**src/core/ep_status_pkg.sv**
```systemverilog
package ep_status_pkg;

  // ----------------------------------------------------------------
  // Endpoint indexing
  // ----------------------------------------------------------------
  localparam int unsigned NUM_EP      = 16;
  localparam int unsigned EP_IDX_W    = 4;
  localparam logic [3:0]  EP_CTRL_OUT = 4'h0;
  localparam logic [3:0]  EP_CTRL_IN  = 4'h1;

  // ----------------------------------------------------------------
  // Command codes: high nibble is the command, low nibble the index
  // ----------------------------------------------------------------
  localparam logic [3:0]  CMD_STALL      = 4'h4;
  localparam logic [3:0]  CMD_READ_STAT  = 4'h5;
  localparam logic [3:0]  CMD_VALIDATE   = 4'h6;
  localparam logic [3:0]  CMD_UNSTALL    = 4'h8;

  // ----------------------------------------------------------------
  // Status word layout
  // ----------------------------------------------------------------
  localparam int unsigned STAT_W            = 8;
  localparam int unsigned BIT_STALL         = 7;
  localparam int unsigned BIT_SEC_FULL      = 6;
  localparam int unsigned BIT_PRI_FULL      = 5;
  localparam int unsigned BIT_TOGGLE        = 4;
  localparam int unsigned BIT_SETUP_FLAG_A     = 3;
  localparam int unsigned BIT_SETUP_PRESENT = 2;
  localparam int unsigned BIT_CPU_SEL       = 1;
  localparam int unsigned BIT_RESERVED      = 0;
  localparam logic [7:0]  STATUS_RESET      = 8'h00;
  localparam logic [15:0] RD_DATA_RESET     = 16'h0000;

  // ----------------------------------------------------------------
  // Token kinds from the serial engine
  // ----------------------------------------------------------------
  typedef enum logic [1:0] {
    TOK_OUT   = 2'b00,
    TOK_IN    = 2'b01,
    TOK_SETUP = 2'b10
  } token_kind_t;

endpackage : ep_status_pkg

```
**src/core/ep_status_cell.sv**
```systemverilog
`timescale 1ns/10ps
module ep_status_cell
  import ep_status_pkg::*;
#(
  parameter bit IS_DOUBLE = 1'b0
) (
  input  wire logic                         ref_clk_i,
  input  wire logic                         nrst_i,
  input  wire logic                         stall_i,
  input  wire logic                         unstall_i,
  input  wire logic                         setup_tok_i,
  input  wire logic                         validate_i,
  input  wire logic                         setup_wr_i,
  input  wire logic                         setup_done_i,
  input  wire logic                         setup_ack_i,
  input  wire logic                         status_rd_i,
  input  wire logic                         pkt_done_i,
  output logic [ep_status_pkg::STAT_W-1:0]  status_o,
  output logic                              usb_full_o
);
  import ep_status_pkg::*;

  logic stall_reg, pri_full_reg, sec_full_reg, toggle_reg;
  logic setup_flag_a_reg, setup_present_reg, cpu_sel_reg, usb_sel_reg;
  logic setup_pending_reg, setup_writing_reg;
  logic reinit;

  // Reinit only when leaving a real stall
  assign reinit = stall_reg & (unstall_i | setup_tok_i);

  // ----------------------------------------------------------------
  // Stall and buffer state
  // ----------------------------------------------------------------
  always_ff @(posedge ref_clk_i or negedge nrst_i) begin
    if (!nrst_i) begin
      stall_reg    <= 1'b0;
      pri_full_reg <= 1'b0;
      sec_full_reg <= 1'b0;
      toggle_reg   <= 1'b0;
      cpu_sel_reg  <= 1'b0;
      usb_sel_reg  <= 1'b0;
    end else begin
      if (stall_i) begin
        stall_reg <= 1'b1;
      end else if (unstall_i || setup_tok_i) begin
        stall_reg <= 1'b0;
      end
      if (reinit) begin
        pri_full_reg <= 1'b0;
        sec_full_reg <= 1'b0;
        toggle_reg   <= 1'b0;
        cpu_sel_reg  <= 1'b0;
        usb_sel_reg  <= 1'b0;
      end else begin
        if (validate_i) begin
          if (IS_DOUBLE && cpu_sel_reg) begin
            sec_full_reg <= 1'b1;
          end else begin
            pri_full_reg <= 1'b1;
          end
          if (IS_DOUBLE) begin
            cpu_sel_reg <= ~cpu_sel_reg;
          end
        end
        if (pkt_done_i) begin
          toggle_reg <= ~toggle_reg;
          if (IS_DOUBLE) begin
            usb_sel_reg <= ~usb_sel_reg;
          end
        end
      end
    end
  end

  // ----------------------------------------------------------------
  // Setup tracking
  // ----------------------------------------------------------------
  always_ff @(posedge ref_clk_i or negedge nrst_i) begin
    if (!nrst_i) begin
      setup_present_reg <= 1'b0;
      setup_pending_reg <= 1'b0;
      setup_writing_reg <= 1'b0;
      setup_flag_a_reg     <= 1'b0;
    end else begin
      if (setup_wr_i) begin
        setup_present_reg <= 1'b1;
      end else if (setup_ack_i) begin
        setup_present_reg <= 1'b0;
      end
      // Stalling or acking ends the pending setup
      if (setup_wr_i) begin
        setup_pending_reg <= 1'b1;
      end else if (setup_ack_i || stall_i) begin
        setup_pending_reg <= 1'b0;
      end
      if (setup_wr_i) begin
        setup_writing_reg <= 1'b1;
      end else if (setup_done_i) begin
        setup_writing_reg <= 1'b0;
      end
      // Set wins over a read in the same cycle
      if (setup_wr_i && setup_pending_reg) begin
        setup_flag_a_reg <= 1'b1;
      end else if (status_rd_i && !setup_writing_reg) begin
        setup_flag_a_reg <= 1'b0;
      end
    end
  end

  // Side being served on the bus
  assign usb_full_o = (IS_DOUBLE && usb_sel_reg) ? sec_full_reg
                                                 : pri_full_reg;

  always_comb begin
    status_o                    = STATUS_RESET;
    status_o[BIT_STALL]         = stall_reg;
    status_o[BIT_SEC_FULL]      = sec_full_reg;
    status_o[BIT_PRI_FULL]      = pri_full_reg;
    status_o[BIT_TOGGLE]        = toggle_reg;
    status_o[BIT_SETUP_FLAG_A]     = setup_flag_a_reg;
    status_o[BIT_SETUP_PRESENT] = setup_present_reg;
    status_o[BIT_CPU_SEL]       = cpu_sel_reg;
    status_o[BIT_RESERVED]      = 1'b0;
  end

endmodule : ep_status_cell

```
**src/core/ep_status_ctrl.sv**
```systemverilog
`timescale 1ns/10ps
module ep_status_ctrl
  import ep_status_pkg::*;
#(
  parameter logic [15:0] DOUBLE_MASK = 16'h0000,
  parameter logic [15:0] IN_MASK     = 16'h0002
) (
  input  wire logic                                 ref_clk_i,
  input  wire logic                                 nrst_i,
  input  wire logic                                 cmd_valid_i,
  input  wire logic [7:0]                           cmd_code_i,
  output logic                                      rd_valid_o,
  output logic [15:0]                               rd_data_o,
  output logic [ep_status_pkg::NUM_EP-1:0]          int_clr_o,
  input  wire logic                                 tok_valid_i,
  input  wire ep_status_pkg::token_kind_t           tok_kind_i,
  input  wire logic [3:0]                           tok_ep_i,
  input  wire logic                                 setup_wr_i,
  input  wire logic                                 setup_done_i,
  input  wire logic                                 setup_ack_i,
  input  wire logic                                 pkt_done_i,
  input  wire logic [ep_status_pkg::EP_IDX_W-1:0]   pkt_idx_i,
  output logic                                      stall_hs_o,
  output logic                                      in_send_o,
  output logic                                      in_nak_o,
  output logic                                      in_pid_o,
  output logic                                      out_accept_o
);
  import ep_status_pkg::*;

  // ----------------------------------------------------------------
  // Command decode
  // ----------------------------------------------------------------
  logic [3:0]        cmd_op;
  logic [3:0]        cmd_idx;
  logic              do_stall, do_unstall, do_validate, do_read;
  logic [NUM_EP-1:0] stall_vec, unstall_vec, validate_vec, read_vec;

  assign cmd_op  = cmd_code_i[7:4];
  assign cmd_idx = cmd_code_i[3:0];

  // Single-byte commands: only the read status command is followed by a data word
  assign do_stall   = cmd_valid_i && (cmd_op == CMD_STALL);
  assign do_unstall = cmd_valid_i && (cmd_op == CMD_UNSTALL);
  assign do_read    = cmd_valid_i && (cmd_op == CMD_READ_STAT);
  // Index 0 is control OUT, not a valid target
  assign do_validate = cmd_valid_i && (cmd_op == CMD_VALIDATE)
                       && (cmd_idx != EP_CTRL_OUT);

  // ----------------------------------------------------------------
  // Token mapping: endpoint number to status index
  // ----------------------------------------------------------------
  logic [3:0]        tok_idx;
  logic              tok_is_setup;
  logic [NUM_EP-1:0] setup_vec, setup_wr_vec, setup_done_vec;
  logic [NUM_EP-1:0] setup_ack_vec, pkt_vec;

  // Control IN shares endpoint 0 on the bus
  always_comb begin
    if (tok_ep_i == 4'h0) begin
      tok_idx = (tok_kind_i == TOK_IN) ? EP_CTRL_IN : EP_CTRL_OUT;
    end else begin
      tok_idx = tok_ep_i + 4'h1;
    end
  end

  assign tok_is_setup = tok_valid_i && (tok_kind_i == TOK_SETUP)
                        && (tok_ep_i == 4'h0);

  // ----------------------------------------------------------------
  // Per-endpoint status cells
  // ----------------------------------------------------------------
  logic [STAT_W-1:0] status_arr [NUM_EP];
  logic [NUM_EP-1:0] usb_full_vec;
  logic [NUM_EP-1:0] stall_vec_q;

  genvar gi;
  generate
    for (gi = 0; gi < NUM_EP; gi++) begin : g_ep
      localparam logic [3:0] IDX = 4'(gi);
      localparam bit IS_CTRL = (gi < 2);

      assign stall_vec[gi]   = do_stall && (cmd_idx == IDX);
      assign unstall_vec[gi] = do_unstall && (cmd_idx == IDX);
      // Validate acts on IN endpoints only
      assign validate_vec[gi] = do_validate && (cmd_idx == IDX)
                                && IN_MASK[gi];
      assign read_vec[gi]  = do_read && (cmd_idx == IDX);
      // SETUP reaches both halves of the control endpoint
      assign setup_vec[gi] = tok_is_setup && IS_CTRL;
      assign setup_wr_vec[gi]   = setup_wr_i && (gi == 0);
      assign setup_done_vec[gi] = setup_done_i && (gi == 0);
      assign setup_ack_vec[gi]  = setup_ack_i && IS_CTRL;
      assign pkt_vec[gi] = pkt_done_i && (pkt_idx_i == IDX);
      assign stall_vec_q[gi] = status_arr[gi][BIT_STALL];

      ep_status_cell #(
        .IS_DOUBLE (DOUBLE_MASK[gi])
      ) u_cell (
        .ref_clk_i    (ref_clk_i),
        .nrst_i       (nrst_i),
        .stall_i      (stall_vec[gi]),
        .unstall_i    (unstall_vec[gi]),
        .setup_tok_i  (setup_vec[gi]),
        .validate_i   (validate_vec[gi]),
        .setup_wr_i   (setup_wr_vec[gi]),
        .setup_done_i (setup_done_vec[gi]),
        .setup_ack_i  (setup_ack_vec[gi]),
        .status_rd_i  (read_vec[gi]),
        .pkt_done_i   (pkt_vec[gi]),
        .status_o     (status_arr[gi]),
        .usb_full_o   (usb_full_vec[gi])
      );
    end
  endgenerate

  // ----------------------------------------------------------------
  // Status read port
  // ----------------------------------------------------------------
  // Upper byte of the word reads zero
  always_ff @(posedge ref_clk_i or negedge nrst_i) begin
    if (!nrst_i) begin
      rd_valid_o <= 1'b0;
      rd_data_o  <= RD_DATA_RESET;
    end else begin
      rd_valid_o <= do_read;
      if (do_read) begin
        rd_data_o <= {8'h00, status_arr[cmd_idx]};
      end
    end
  end

  // One pulse per read, to the interrupt register
  always_ff @(posedge ref_clk_i or negedge nrst_i) begin
    if (!nrst_i) begin
      int_clr_o <= '0;
    end else begin
      int_clr_o <= read_vec;
    end
  end

  // ----------------------------------------------------------------
  // Token answers
  // ----------------------------------------------------------------
  logic tok_stalled;
  logic tok_in, tok_out;

  assign tok_stalled = stall_vec_q[tok_idx];
  assign tok_in  = tok_valid_i && (tok_kind_i == TOK_IN);
  assign tok_out = tok_valid_i && (tok_kind_i == TOK_OUT);

  // SETUP is never stalled, it always gets through
  always_ff @(posedge ref_clk_i or negedge nrst_i) begin
    if (!nrst_i) begin
      stall_hs_o   <= 1'b0;
      in_send_o    <= 1'b0;
      in_nak_o     <= 1'b0;
      in_pid_o     <= 1'b0;
      out_accept_o <= 1'b0;
    end else begin
      stall_hs_o <= (tok_in || tok_out) && tok_stalled;
      in_send_o  <= tok_in && !tok_stalled
                    && usb_full_vec[tok_idx];
      in_nak_o   <= tok_in && !tok_stalled
                    && !usb_full_vec[tok_idx];
      out_accept_o <= tok_out && !tok_stalled
                      && !usb_full_vec[tok_idx];
      if (tok_in) begin
        in_pid_o <= status_arr[tok_idx][BIT_TOGGLE];
      end
    end
  end

endmodule : ep_status_ctrl

```
**config.mk**
```make
export PLATFORM = sky130hd
export DESIGN_NAME = ep_status_ctrl
export DESIGN_NICKNAME = d
export VERILOG_FILES = /design/src/core/ep_status_pkg.sv /design/src/core/ep_status_cell.sv /design/src/core/ep_status_ctrl.sv
export SDC_FILE = /design/constraint.sdc
export NUM_CORES = 1
export LEC_CHECK = 0
export ABC_CLOCK_PERIOD_IN_PS = 2100
export BUFFER_PORTS_ARGS = -buffer_cell sky130_fd_sc_hd__buf_4
export CAP_MARGIN = 20
export CORE_UTILIZATION = 58
export CTS_BUF_LIST = sky130_fd_sc_hd__clkbuf_2
export DETAILED_ROUTE_END_ITERATION = 8
export GPL_ROUTABILITY_DRIVEN = 1
export HOLD_SLACK_MARGIN = 0.02
export PLACE_DENSITY = 0.83
export SYNTH_ARGS = -nofsm -noshare
export SYNTH_HDL_FRONTEND = slang
export SYNTH_SLANG_ARGS = --single-unit
```
**constraint.sdc**
```tcl
create_clock -name ref_clk_i -period 2.1 [get_ports ref_clk_i]
set_clock_uncertainty 0.2 [all_clocks]
set_input_delay 0.105 -clock ref_clk_i [delete_from_list [all_inputs] [get_ports ref_clk_i]]
set_output_delay 0.105 -clock ref_clk_i [all_outputs]
set_load 0.02 [all_outputs]
```
==> summary.txt, run 1 <==
status: finished, violations left
failing checks: negative hold slack
largest net degree at the start of global routing: 55
Pre-antenna DRT Iters: 5
biggest area consumer among synthesized cells: dfrtp_1
GPL Wtd Cong: 1.00
CTS sink cnt: 64
clock buffer depth: 2
post-synthesis sequential area ratio: 46.0%
PwrDens: 755 mW/mm^2
FP Rows: 27
final setup fails: 0
Placeable Area: 0.00564 sq mm
Vias per Instance: 6.16
global-route wire length before repair: 16.1 mm
root buffer cell: clkbuf_2
max-cap viol count: 0
area of the mapped netlist: 0.00348 sq mm
DP Worst Slack: -0.120 ns
CTS HTree Levels: 3
Num CTS Buffers: 9
HP Class: in -> async
total vias in the final route: 3269
period utilization: 99.2%
#FFs+latches synth: 64
WL/cell: 19.7 um
DIE AREA: 0.00631 sq mm
nets: 483
Slew Limit Fails: 0
Initial Utilization: 61.7%
CTS tree: yes
initial antenna violation count: 0
final wirelength: 10.5 mm
Initial DRC Count: 374
most used flip-flop cell after synthesis: dfrtp_1
fin crit period: 2.08 ns
number of global-route vias before repair: 3218
Flop pwr share: 46.2%
PortBufs: 52
worst-path maximum fanout: 10
latest clock arrival within the worst-skew pair: 0.55 ns
power share of the combinational group: 32.9%
post-CTS setup buffer count: 0
Final Hold Fails: 53
ys async rst share: 100%
NetSw: 0.00120 W
Setup crit end kind: register
CP startpoint kind: primary input
Ant. Diodes: 0
final worst slack: 0.0167 ns
Fmax achieved: 480 MHz
R2R Path Start: g_ep[0].u_cell.stall_reg
placed cell areas: 0.00410 sq mm
I/O pins: 64
Worst VDD drop: 0.597 mV
Area Overhead vs Synth: 34.5%
crit path kind: in -> reg
TNS Setup: 0 ns
Post-Synthesis Cells: 332
crit path launch: cmd_code_i[2]
Clk pwr share: 20.9%
top area cells in the synthesized netlist: dfrtp_1 46%, mux4_2 7.8%, nand2_1 3.7%
Synth Warn #: 0
Slew Limit Headroom: 54.8%
share of post-route cells with drive strength above 1: 27.2%
Synth top area share: 46.0%
Critical Path AT: 2.34 ns
DIE WIDTH: 79.4 um
drc violations: 0
Synth cell types: 50
Req. time, crit path: 2.36 ns
leakage power total: 2.10 nW
final instance area: 0.00468 sq mm
detailed placer's ending HPWL: 6.43 mm
die height: 79.4 um
Antenna Nets Post-Route: 0
GRT overflow: 0
Worst Tran Pin Value: 0.677 ns
Post-synth EDFFs: 0
clk slew on worst S/H paths: 0.18 ns
Mapped Avg Cell Area: 10.5 sq um
Total Routing Usage GR: 35.2%
Int Pwr: 0.00233 W
Hold Slack: -0.0585 ns
switching part of the total power: 34.0%
## logic make-up (layout without fill, tap and decap cells)
logic type | Yosys count | count (layout) | synth area share, %
AOI/OAI and AO/OA | 61 | 61 | 12.9
other | 1 | 11 | 0.108
xor gates and xnor gates | 17 | 17 | 4.28
adders and majority gates | 2 | 2 | 0.719
buffers and inverters | 41 | 158 | 6.33
and+or+nand+nor | 120 | 120 | 17.6
muxes | 26 | 26 | 12.1
DFF | 64 | 64 | 46.0
## area by class of cell
cell class / count / area (sq um)
Clock buffer: 9 / 45.0
Clock inverter: 6 / 61.3
Fill cell: 316 / 965
Inverter: 14 / 52.6
Multi-Input combinational cell: 237 / 1740
Sequential cell: 64 / 1600
Tap cell: 72 / 90.1
Timing Repair Buffer: 129 / 1090
## cells in the mapped netlist, drive strengths merged, types with 2 or more instances
cell type	instances
or4	3
nand3	4
nor3	18
nor2	25
buf	14
xnor2	13
nor4	3
mux2i	10
mux4	12
o31ai	2
nor2b	8
o41ai	2
nand3b	6
a31oi	14
xor2	4
mux2	4
o211ai	4
nand2b	9
nand2	34
o2111ai	5
dfrtp	64
ha	2
a22o	14
nor3b	3
inv	14
a21o	2
a21oi	5
clkbuf	13
o21ai	7
## final timing paths
kind | to | slack [ns] | depth (start not counted)
min | g_ep[3].u_cell.stall_reg | -0.06 | 2
max | g_ep[1].u_cell.stall_reg | 0.02 | 6
min in group ref_clk_i | int_clr_o[2] | 0.05 | 4
max in group asynchronous | int_clr_o[2] | 0.40 | 3
max reg2reg | rd_data_o[7] | 0.04 | 3
min reg2reg | rd_data_o[3] | 0.33 | 2
## power groups by stage
stage,Sequential [W],Combinational (W),Clock [W]
3_3_place_gp,0.00164,0.00100,0
3_5_place_dp,0.00164,0.00103,0
4_1_cts,0.00162,0.00111,0.000732
2_1_floorplan,0.00165,0.000604,0
5_1_grt,0.00165,0.00123,0.000803
6_report,0.00163,0.00116,0.000738
## placed cells by master, fill, tap and decap left out, types with 3 or more instances in the layout
master	n
a21oi_1	5
a22o_1	14
a31oi_1	14
buf_4	84
clkbuf_2	9
clkinv_2	3
conb_1	11
dfrtp_1	64
dlygate4sd3_1	44
inv_1	14
mux2i_1	10
mux4_2	12
nand2_1	34
nand2b_1	9
nand3_1	3
nand3b_1	6
nor2_1	25
nor2b_1	8
nor3_1	17
o2111ai_1	5
o211ai_1	4
o21ai_1	5
or4_1	3
xnor2_1	13
xor2_1	4
## stage by stage
step / total power [W] / std cells / util (%)
6_report: 0.00353 / 531 / 82.9
5_1_grt: 0.00369 / 531 / 82.9
4_1_cts: 0.00346 / 530 / 82.1
3_5_place_dp: 0.00268 / 472 / 72.6
3_3_place_gp: 0.00264 / 472 / 72.6
2_1_floorplan: 0.00226 / 342 / -
## worst max-delay path, cell delays in order
cell and delay, ns:
dlygate4sd3_1 0.54, buf_4 0.18, or3_4 0.43, or4_1 0.41
dlygate4sd3_1 0.58, o21ai_1 0.10
## per-layer routing
layer,vias up,global-route usage [%],part of all wire (%)
li1,1425,-,-
met1,1582,42.1,37
met2,209,57.4,50
met3,53,8.23,8.4
met4,0,21.3,4.8
met5,-,0,0
## what timing repair did
item | 4_1_cts | 5_1_grt
gates resized for setup | 0 | 6
hold buffers | 43 | 1
endpoints found under the setup margin | 0 | 6
endpoints found under the hold margin | 128 | 54
Power figures use the tool's default switching activity.
==> run 2: changes to the inputs <==
--- a/config.mk
+++ b/config.mk
@@ -6,14 +6,15 @@
 export NUM_CORES = 1
 export LEC_CHECK = 0
 export ABC_CLOCK_PERIOD_IN_PS = 2100
-export BUFFER_PORTS_ARGS = -buffer_cell sky130_fd_sc_hd__buf_4
 export CAP_MARGIN = 20
-export CORE_UTILIZATION = 58
+export CORE_MARGIN = 2
+export CORE_UTILIZATION = 60
 export CTS_BUF_LIST = sky130_fd_sc_hd__clkbuf_2
 export DETAILED_ROUTE_END_ITERATION = 8
+export DONT_BUFFER_PORTS = 1
 export GPL_ROUTABILITY_DRIVEN = 1
 export HOLD_SLACK_MARGIN = 0.02
-export PLACE_DENSITY = 0.83
+export PLACE_DENSITY = 0.76
 export SYNTH_ARGS = -nofsm -noshare
 export SYNTH_HDL_FRONTEND = slang
 export SYNTH_SLANG_ARGS = --single-unit
==> run 2 against run 1 <==
  * The run ends with negative hold slack, negative setup slack left
  * Wire length down 14%
  * Maximum frequency down 0.83%
  * Largest cell class unchanged
  * Setup slack worse by 0.017 ns
  * Core utilization down 5.2 points
  * First-iteration DRC count down 1.9%
  * Non-clock buffer count down 60
  * Critical endpoint is now rd_data_o[4]
  * Sequential cell count unchanged
  * Power up 0.62%
  * Design area down 8.0%
==> summary.txt, run 2 (synthesized netlist as in run 1, its figures left out) <==
status: finished, violations left
failing checks: negative hold slack, negative setup slack
Area Overhead vs Synth: 23.7%
GPL Wtd Cong: 0.958 (-4.5%)
WL/cell: 19.1 um (-3.1%)
GR Util met1: 38.6% (-3.5 points)
Critical Path End: rd_data_o[4]
final std cells w/o fill: 471 (-11%)
latest clock arrival within the worst-skew pair: 0.52 ns (-0.03 ns)
total vias in the final route: 2878 (-12%)
worst reg-to-reg setup slack: 0.09 ns (+0.05 ns)
Worst VDD drop: 0.537 mV (-10%)
R2R cell count: 3 (unchanged)
CP startpoint kind: primary input
NetSw: 0.00109 W (-9.1%)
commonest non-fill, non-tap cell in the layout: dfrtp_1
CTS tree: yes
final worst slack: -0.000663 ns (-0.0173 ns)
r2r endpoint: rd_data_o[4]
root buffer cell: clkbuf_2
Inst Count DP: 409 (-13%)
fin util: 77.7% (-5.2 points)
R2R Path Start: g_ep[5].u_cell.toggle_reg
Initial DRC Count: 367 (-1.9%)
clock buffer depth: 2 (unchanged)
worst-path maximum fanout: 9 (-1)
Total Routing Usage GR: 29.5% (-5.7 points)
Num CTS Buffers: 9 (unchanged)
TNS Setup: -0.000663 ns (-0.000663 ns)
Setup crit end kind: register
drc violations: 0 (unchanged)
Top Usage Layer GRT: met2
largest net degree at the start of global routing: 65 (+18%)
PwrDens: 826 mW/mm^2 (+9.3%)
global-route wire length before repair: 14.1 mm (-12%)
CTS sink cnt: 64 (unchanged)
detailed placer's ending HPWL: 5.75 mm (-11%)
DIE WIDTH: 80.1 um (+0.88%)
crit path kind: in -> reg
PortBufs: 0 (-100%)
crit path launch: cmd_code_i[0]
initial antenna violation count: 0 (unchanged)
max-cap viol count: 0 (unchanged)
Ant. Diodes: 0 (unchanged)
Clk pwr share: 26.6% (+5.7 points)
Initial Utilization: 62.8% (+1.1 points)
Vias per Instance: 6.11 (-0.75%)
switching part of the total power: 30.7% (-3.3 points)
period utilization: 100% (+0.83 points)
Worst Tran Pin Value: 0.520 ns (-0.157 ns)
Placeable Area: 0.00554 sq mm (-1.8%)
Critical Path AT: 2.33 ns (about the same)
share of post-route cells with drive strength above 1: 14.8% (-12 points)
Fmax achieved: 476 MHz (-0.83%)
final setup fails: 1 (+1)
met3 Usage GRT: 7.30% (-0.93 points)
fin crit period: 2.10 ns (+0.0173 ns)
Req. time, crit path: 2.33 ns (-0.03 ns)
Slew Limit Headroom: 65.2% (+10 points)
HP Class: in -> reg
I/O pins: 64 (unchanged)
number of global-route vias before repair: 2831 (-12%)
die height: 80.1 um (+0.88%)
Antenna Nets Post-Route: 0 (unchanged)
Int Pwr: 0.00246 W (+5.6%)
GRT overflow: 0 (unchanged)
clk slew on worst S/H paths: 0.18 ns (about the same)
Final Hold Fails: 3 (-94%)
CTS HTree Levels: 3 (unchanged)
power share of the combinational group: 26.4% (-6.5 points)
Slew Limit Fails: 0 (unchanged)
final wirelength: 8.99 mm (-14%)
nets: 424 (-12%)
DIE AREA: 0.00642 sq mm (+1.8%)
Hold Slack: -0.0339 ns (+0.0246 ns)
GR Layer Usage met2: 46.3% (-11 points)
Pre-antenna DRT Iters: 5 (unchanged)
leakage power total: 1.85 nW (-12%)
FP Rows: 27 (unchanged)
Flop pwr share: 47.0% (+0.8 points)
most frequent cells in the layout: 64 x dfrtp_1, 43 x dlygate4sd3_1, 34 x nand2_1
[run 2: cell count changes in the layout (fill, tap and decap cells not counted), moves of 2 or more]
| cell | before | now |
|---|---|---|
| bufinv_16 | 1 | 3 |
| clkinv_2 | 3 | 0 |
| buf_4 | 84 | 21 |
| dlymetal6s4s_1 | 0 | 3 |
| clkinv_1 | 0 | 2 |
[run 2: area by class of cell]
type	instances	area [sq um]
timing repair buffer	69	673
sequential	64	1600
fill	348	1240
multi-input combinational	238	1740
clock inverter	5	97.6
clock buffer	9	45.0
tap	72	90.1
inverter	14	52.6
[run 2: worst max-delay path, stage by stage]
cell and delay (ns):
dlygate4sd3_1 0.86, mux4_2 0.58, mux4_2 0.50, mux2_2 0.28
[run 2: power by group through the flow]
stage          combinational (W)  sequential, W  clock [W]
2_1_floorplan           0.000604        0.00165          0
3_3_place_gp            0.000782        0.00168          0
3_5_place_dp            0.000802        0.00169          0
4_1_cts                 0.000910        0.00167   0.000929
5_1_grt                  0.00102        0.00170   0.000989
6_report                0.000938        0.00167   0.000944
[run 2: stage by stage]
step / total power [W] / worst slack [ns] / instance area [sq um]
floorplan: 0.00226 / 0.0472 / 3520
global placement: 0.00247 / 0.0833 / 3620
detailed placement: 0.00249 / -0.0241 / 3620
CTS: 0.00351 / 0.0230 / 4230
global route: 0.00370 / -0.0488 / 4300
finish: 0.00355 / -0.000663 / 4300
[run 2: what timing repair did]
item	in CTS	in global routing
gates resized for setup	0	8
buffers inserted	0	0
endpoints found under the setup margin	0	6
hold buffers	45	2
endpoints found under the hold margin	128	7
[run 2: how the worst min path moves through the flow]
| stage | from | end | slack (ns) | depth (start not counted) |
|---|---|---|---|---|
| 2_1_floorplan | nrst_i | g_ep[0].u_cell.setup_flag_a_reg | -0.39 | 0 |
| 4_1_cts | cmd_code_i[1] | int_clr_o[8] | -0.36 | 2 |
| 3_5_place_dp | nrst_i | rd_data_o[3] | -0.39 | 0 |
| 5_1_grt | cmd_code_i[1] | rd_data_o[4] | -0.05 | 3 |
| 3_3_place_gp | nrst_i | rd_valid_o | -0.39 | 0 |
| 6_report | cmd_code_i[1] | rd_data_o[7] | -0.03 | 3 |
[run 2: layer usage]
layer  vias up  wire (um)
met4         0        277
li1       1310          -
met1      1394       3620
met5         -          0
met2       151       4350
met3        23        753
==> run 3: changes to the inputs <==
--- a/config.mk
+++ b/config.mk
@@ -9,7 +9,6 @@
 export CAP_MARGIN = 20
 export CORE_MARGIN = 2
 export CORE_UTILIZATION = 60
-export CTS_BUF_LIST = sky130_fd_sc_hd__clkbuf_2
 export DETAILED_ROUTE_END_ITERATION = 8
 export DONT_BUFFER_PORTS = 1
 export GPL_ROUTABILITY_DRIVEN = 1
==> run 3 against run 2 <==
  * Critical path depth fell by 1
  * Largest cell class unchanged
  * Sequential cell count is the same
  * Setup slack better by 0.090 ns
  * Highest routed layer unchanged
  * The run now ends clean
  * Critical path type is now reg -> reg
==> summary.txt, run 3 (synthesized netlist as in run 1, its figures left out) <==
Placeable Area: 0.00554 sq mm (unchanged)
final setup fails: 0 (-1)
worst-path maximum fanout: 3 (-6)
leakage power total: 1.80 nW (-2.8%)
Total Routing Usage GR: 29.5% (+0.048 points)
CTS sink cnt: 64 (unchanged)
global-route wire length before repair: 14.2 mm (+0.14%)
FP Rows: 27 (unchanged)
Antenna Nets Post-Route: 0 (unchanged)
Top Usage Layer GRT: met2
slowest stage delay, CP: 0.51 ns (-0.35 ns)
nets: 411 (-3.1%)
Slew Limit Headroom: 57.4% (-7.8 points)
clock buffer depth: 2 (unchanged)
R2R Path Start: g_ep[9].u_cell.toggle_reg
Worst Tran Pin Value: 0.634 ns (+0.114 ns)
most frequent cells in the layout: 64 x dfrtp_1, 34 x nand2_1, 33 x dlygate4sd3_1
Fmax achieved: 497 MHz (+4.5%)
RSZ-0062 raised after global routing: false
Ant. Diodes: 0 (unchanged)
max-cap viol count: 0 (unchanged)
CTS tree: yes
GR Util met1: 38.1% (-0.52 points)
met3 Usage GRT: 6.40% (-0.90 points)
fin crit period: 2.01 ns (-0.0901 ns)
DIE AREA: 0.00642 sq mm (unchanged)
latest clock arrival within the worst-skew pair: 0.35 ns (-0.17 ns)
Critical Path AT: 2.04 ns (-0.29 ns)
fin util: 76.7% (-0.97 points)
Initial DRC Count: 296 (-19%)
GPL Wtd Cong: 0.958 (unchanged)
PwrDens: 917 mW/mm^2 (+11%)
Area Overhead vs Synth: 22.2%
final instance area: 0.00425 sq mm (-1.2%)
I/O pins: 64 (unchanged)
Final Power: 0.00390 W (+9.7%)
DIE WIDTH: 80.1 um (unchanged)
worst path cell trace: mux4_2, mux4_2, mux2_2
Final Hold Fails: 0 (-3)
HP Class: in -> reg
Worst VDD drop: 0.548 mV (+2.1%)
CP startpoint kind: register
drc violations: 0 (unchanged)
period utilization: 95.7% (-4.3 points)
final worst slack: 0.0894 ns (+0.0901 ns)
Num CTS Buffers: 9 (unchanged)
Initial Utilization: 62.8% (unchanged)
TNS Setup: 0 ns (+0.000663 ns)
clk slew on worst S/H paths: 0.07 ns (-0.11 ns)
CTS HTree Levels: 3 (unchanged)
commonest non-fill, non-tap cell in the layout: dfrtp_1
crit path launch: g_ep[9].u_cell.toggle_reg
GR Layer Usage met2: 47.7% (+1.3 points)
Pre-antenna DRT Iters: 5 (unchanged)
status: complete, no violations
die height: 80.1 um (unchanged)
GRT overflow: 0 (unchanged)
DP Worst Slack: -0.0241 ns (unchanged)
detailed placer's ending HPWL: 5.75 mm (unchanged)
number of global-route vias before repair: 2828 (-0.11%)
root buffer cell: clkbuf_8
share of post-route cells with drive strength above 1: 15.5% (+0.76 points)
hold_sp: cmd_code_i[7]
Req. time, crit path: 2.13 ns (-0.20 ns)
final wirelength: 8.83 mm (-1.8%)
filler cell count: 374 (+7.5%)
largest net degree at the start of global routing: 65 (unchanged)
crit path kind: reg -> reg
total vias in the final route: 2839 (-1.4%)
placed cell areas: 0.00362 sq mm (unchanged)
WL/cell: 19.3 um (+1.0%)
Setup crit end kind: register
CP dominant cell by count: mux4_2
initial antenna violation count: 0 (unchanged)
PortBufs: 0 (unchanged)
Slew Limit Fails: 0 (unchanged)
critical path's slowest cell: mux4_2
Vias per Instance: 6.20 (+1.4%)
## run 3: cell count changes in the layout (fill, tap and decap cells not counted), sizes merged
| cell | delta |
|---|---|
| clkinv | -2 |
| clkbuf | +2 |
| dlygate4sd3 | -10 |
| mux2 | -1 |
| dlymetal6s4s | -2 |
## run 3: final cells by class
class | instances | area [sq um] | share of cell area (%)
multi-input combinational | 237 | 1720 | 40.4
sequential | 64 | 1600 | 37.7
timing repair buffer | 57 | 548 | 12.9
clock buffer | 11 | 151 | 3.56
clock inverter | 3 | 90.1 | 2.12
tap | 72 | 90.1 | 2.12
inverter | 14 | 52.6 | 1.24
## run 3: worst max-delay path: cells and delay by family (launching register included)
family / cells / cell delay, ns
mux: 3 / 1.28
flops: 1 / 0.43
## run 3: worst paths after layout
| path | cells past startpoint | slack [ns] | to |
|---|---|---|---|
| min in group asynchronous | 2 | 0.08 | rd_data_o[3] |
| hold / removal | 4 | 0.04 | g_ep[8].u_cell.toggle_reg |
| setup reg to reg | 3 | 0.09 | rd_data_o[4] |
| hold reg to reg | 2 | 0.28 | g_ep[0].u_cell.setup_flag_a_reg |
| max in group asynchronous | 2 | 1.35 | g_ep[5].u_cell.toggle_reg |
| setup / recovery | 3 | 0.09 | rd_data_o[4] |
## run 3: stage by stage
step	hold WS [ns]	cells
after CTS	0.0325	458
after global routing	0.0580	458
after floorplan	-0.391	342
final	0.0359	458
after detailed placement	-0.389	409
after global placement	-0.389	409
## run 3: timing repair
action / 4_1_cts / 5_1_grt
setup endpoints to repair: 0 / 8
resized for setup: 0 / 5
hold buffers: 35 / 1
buffers inserted: 0 / 0
endpoints found under the hold margin: 127 / 2
## run 3: power breakdown
group	internal, W	switching (W)
Clock	0.000840	0.000453
Sequential	0.00145	0.000237
Combinational	0.000507	0.000410
Total	0.00280	0.00110
## run 3: routing by layer
layer	share of wire (%)	wire length (um)
met5	0	0
met4	3.3	292
met3	7.8	690
met2	49	4340
met1	40	3510
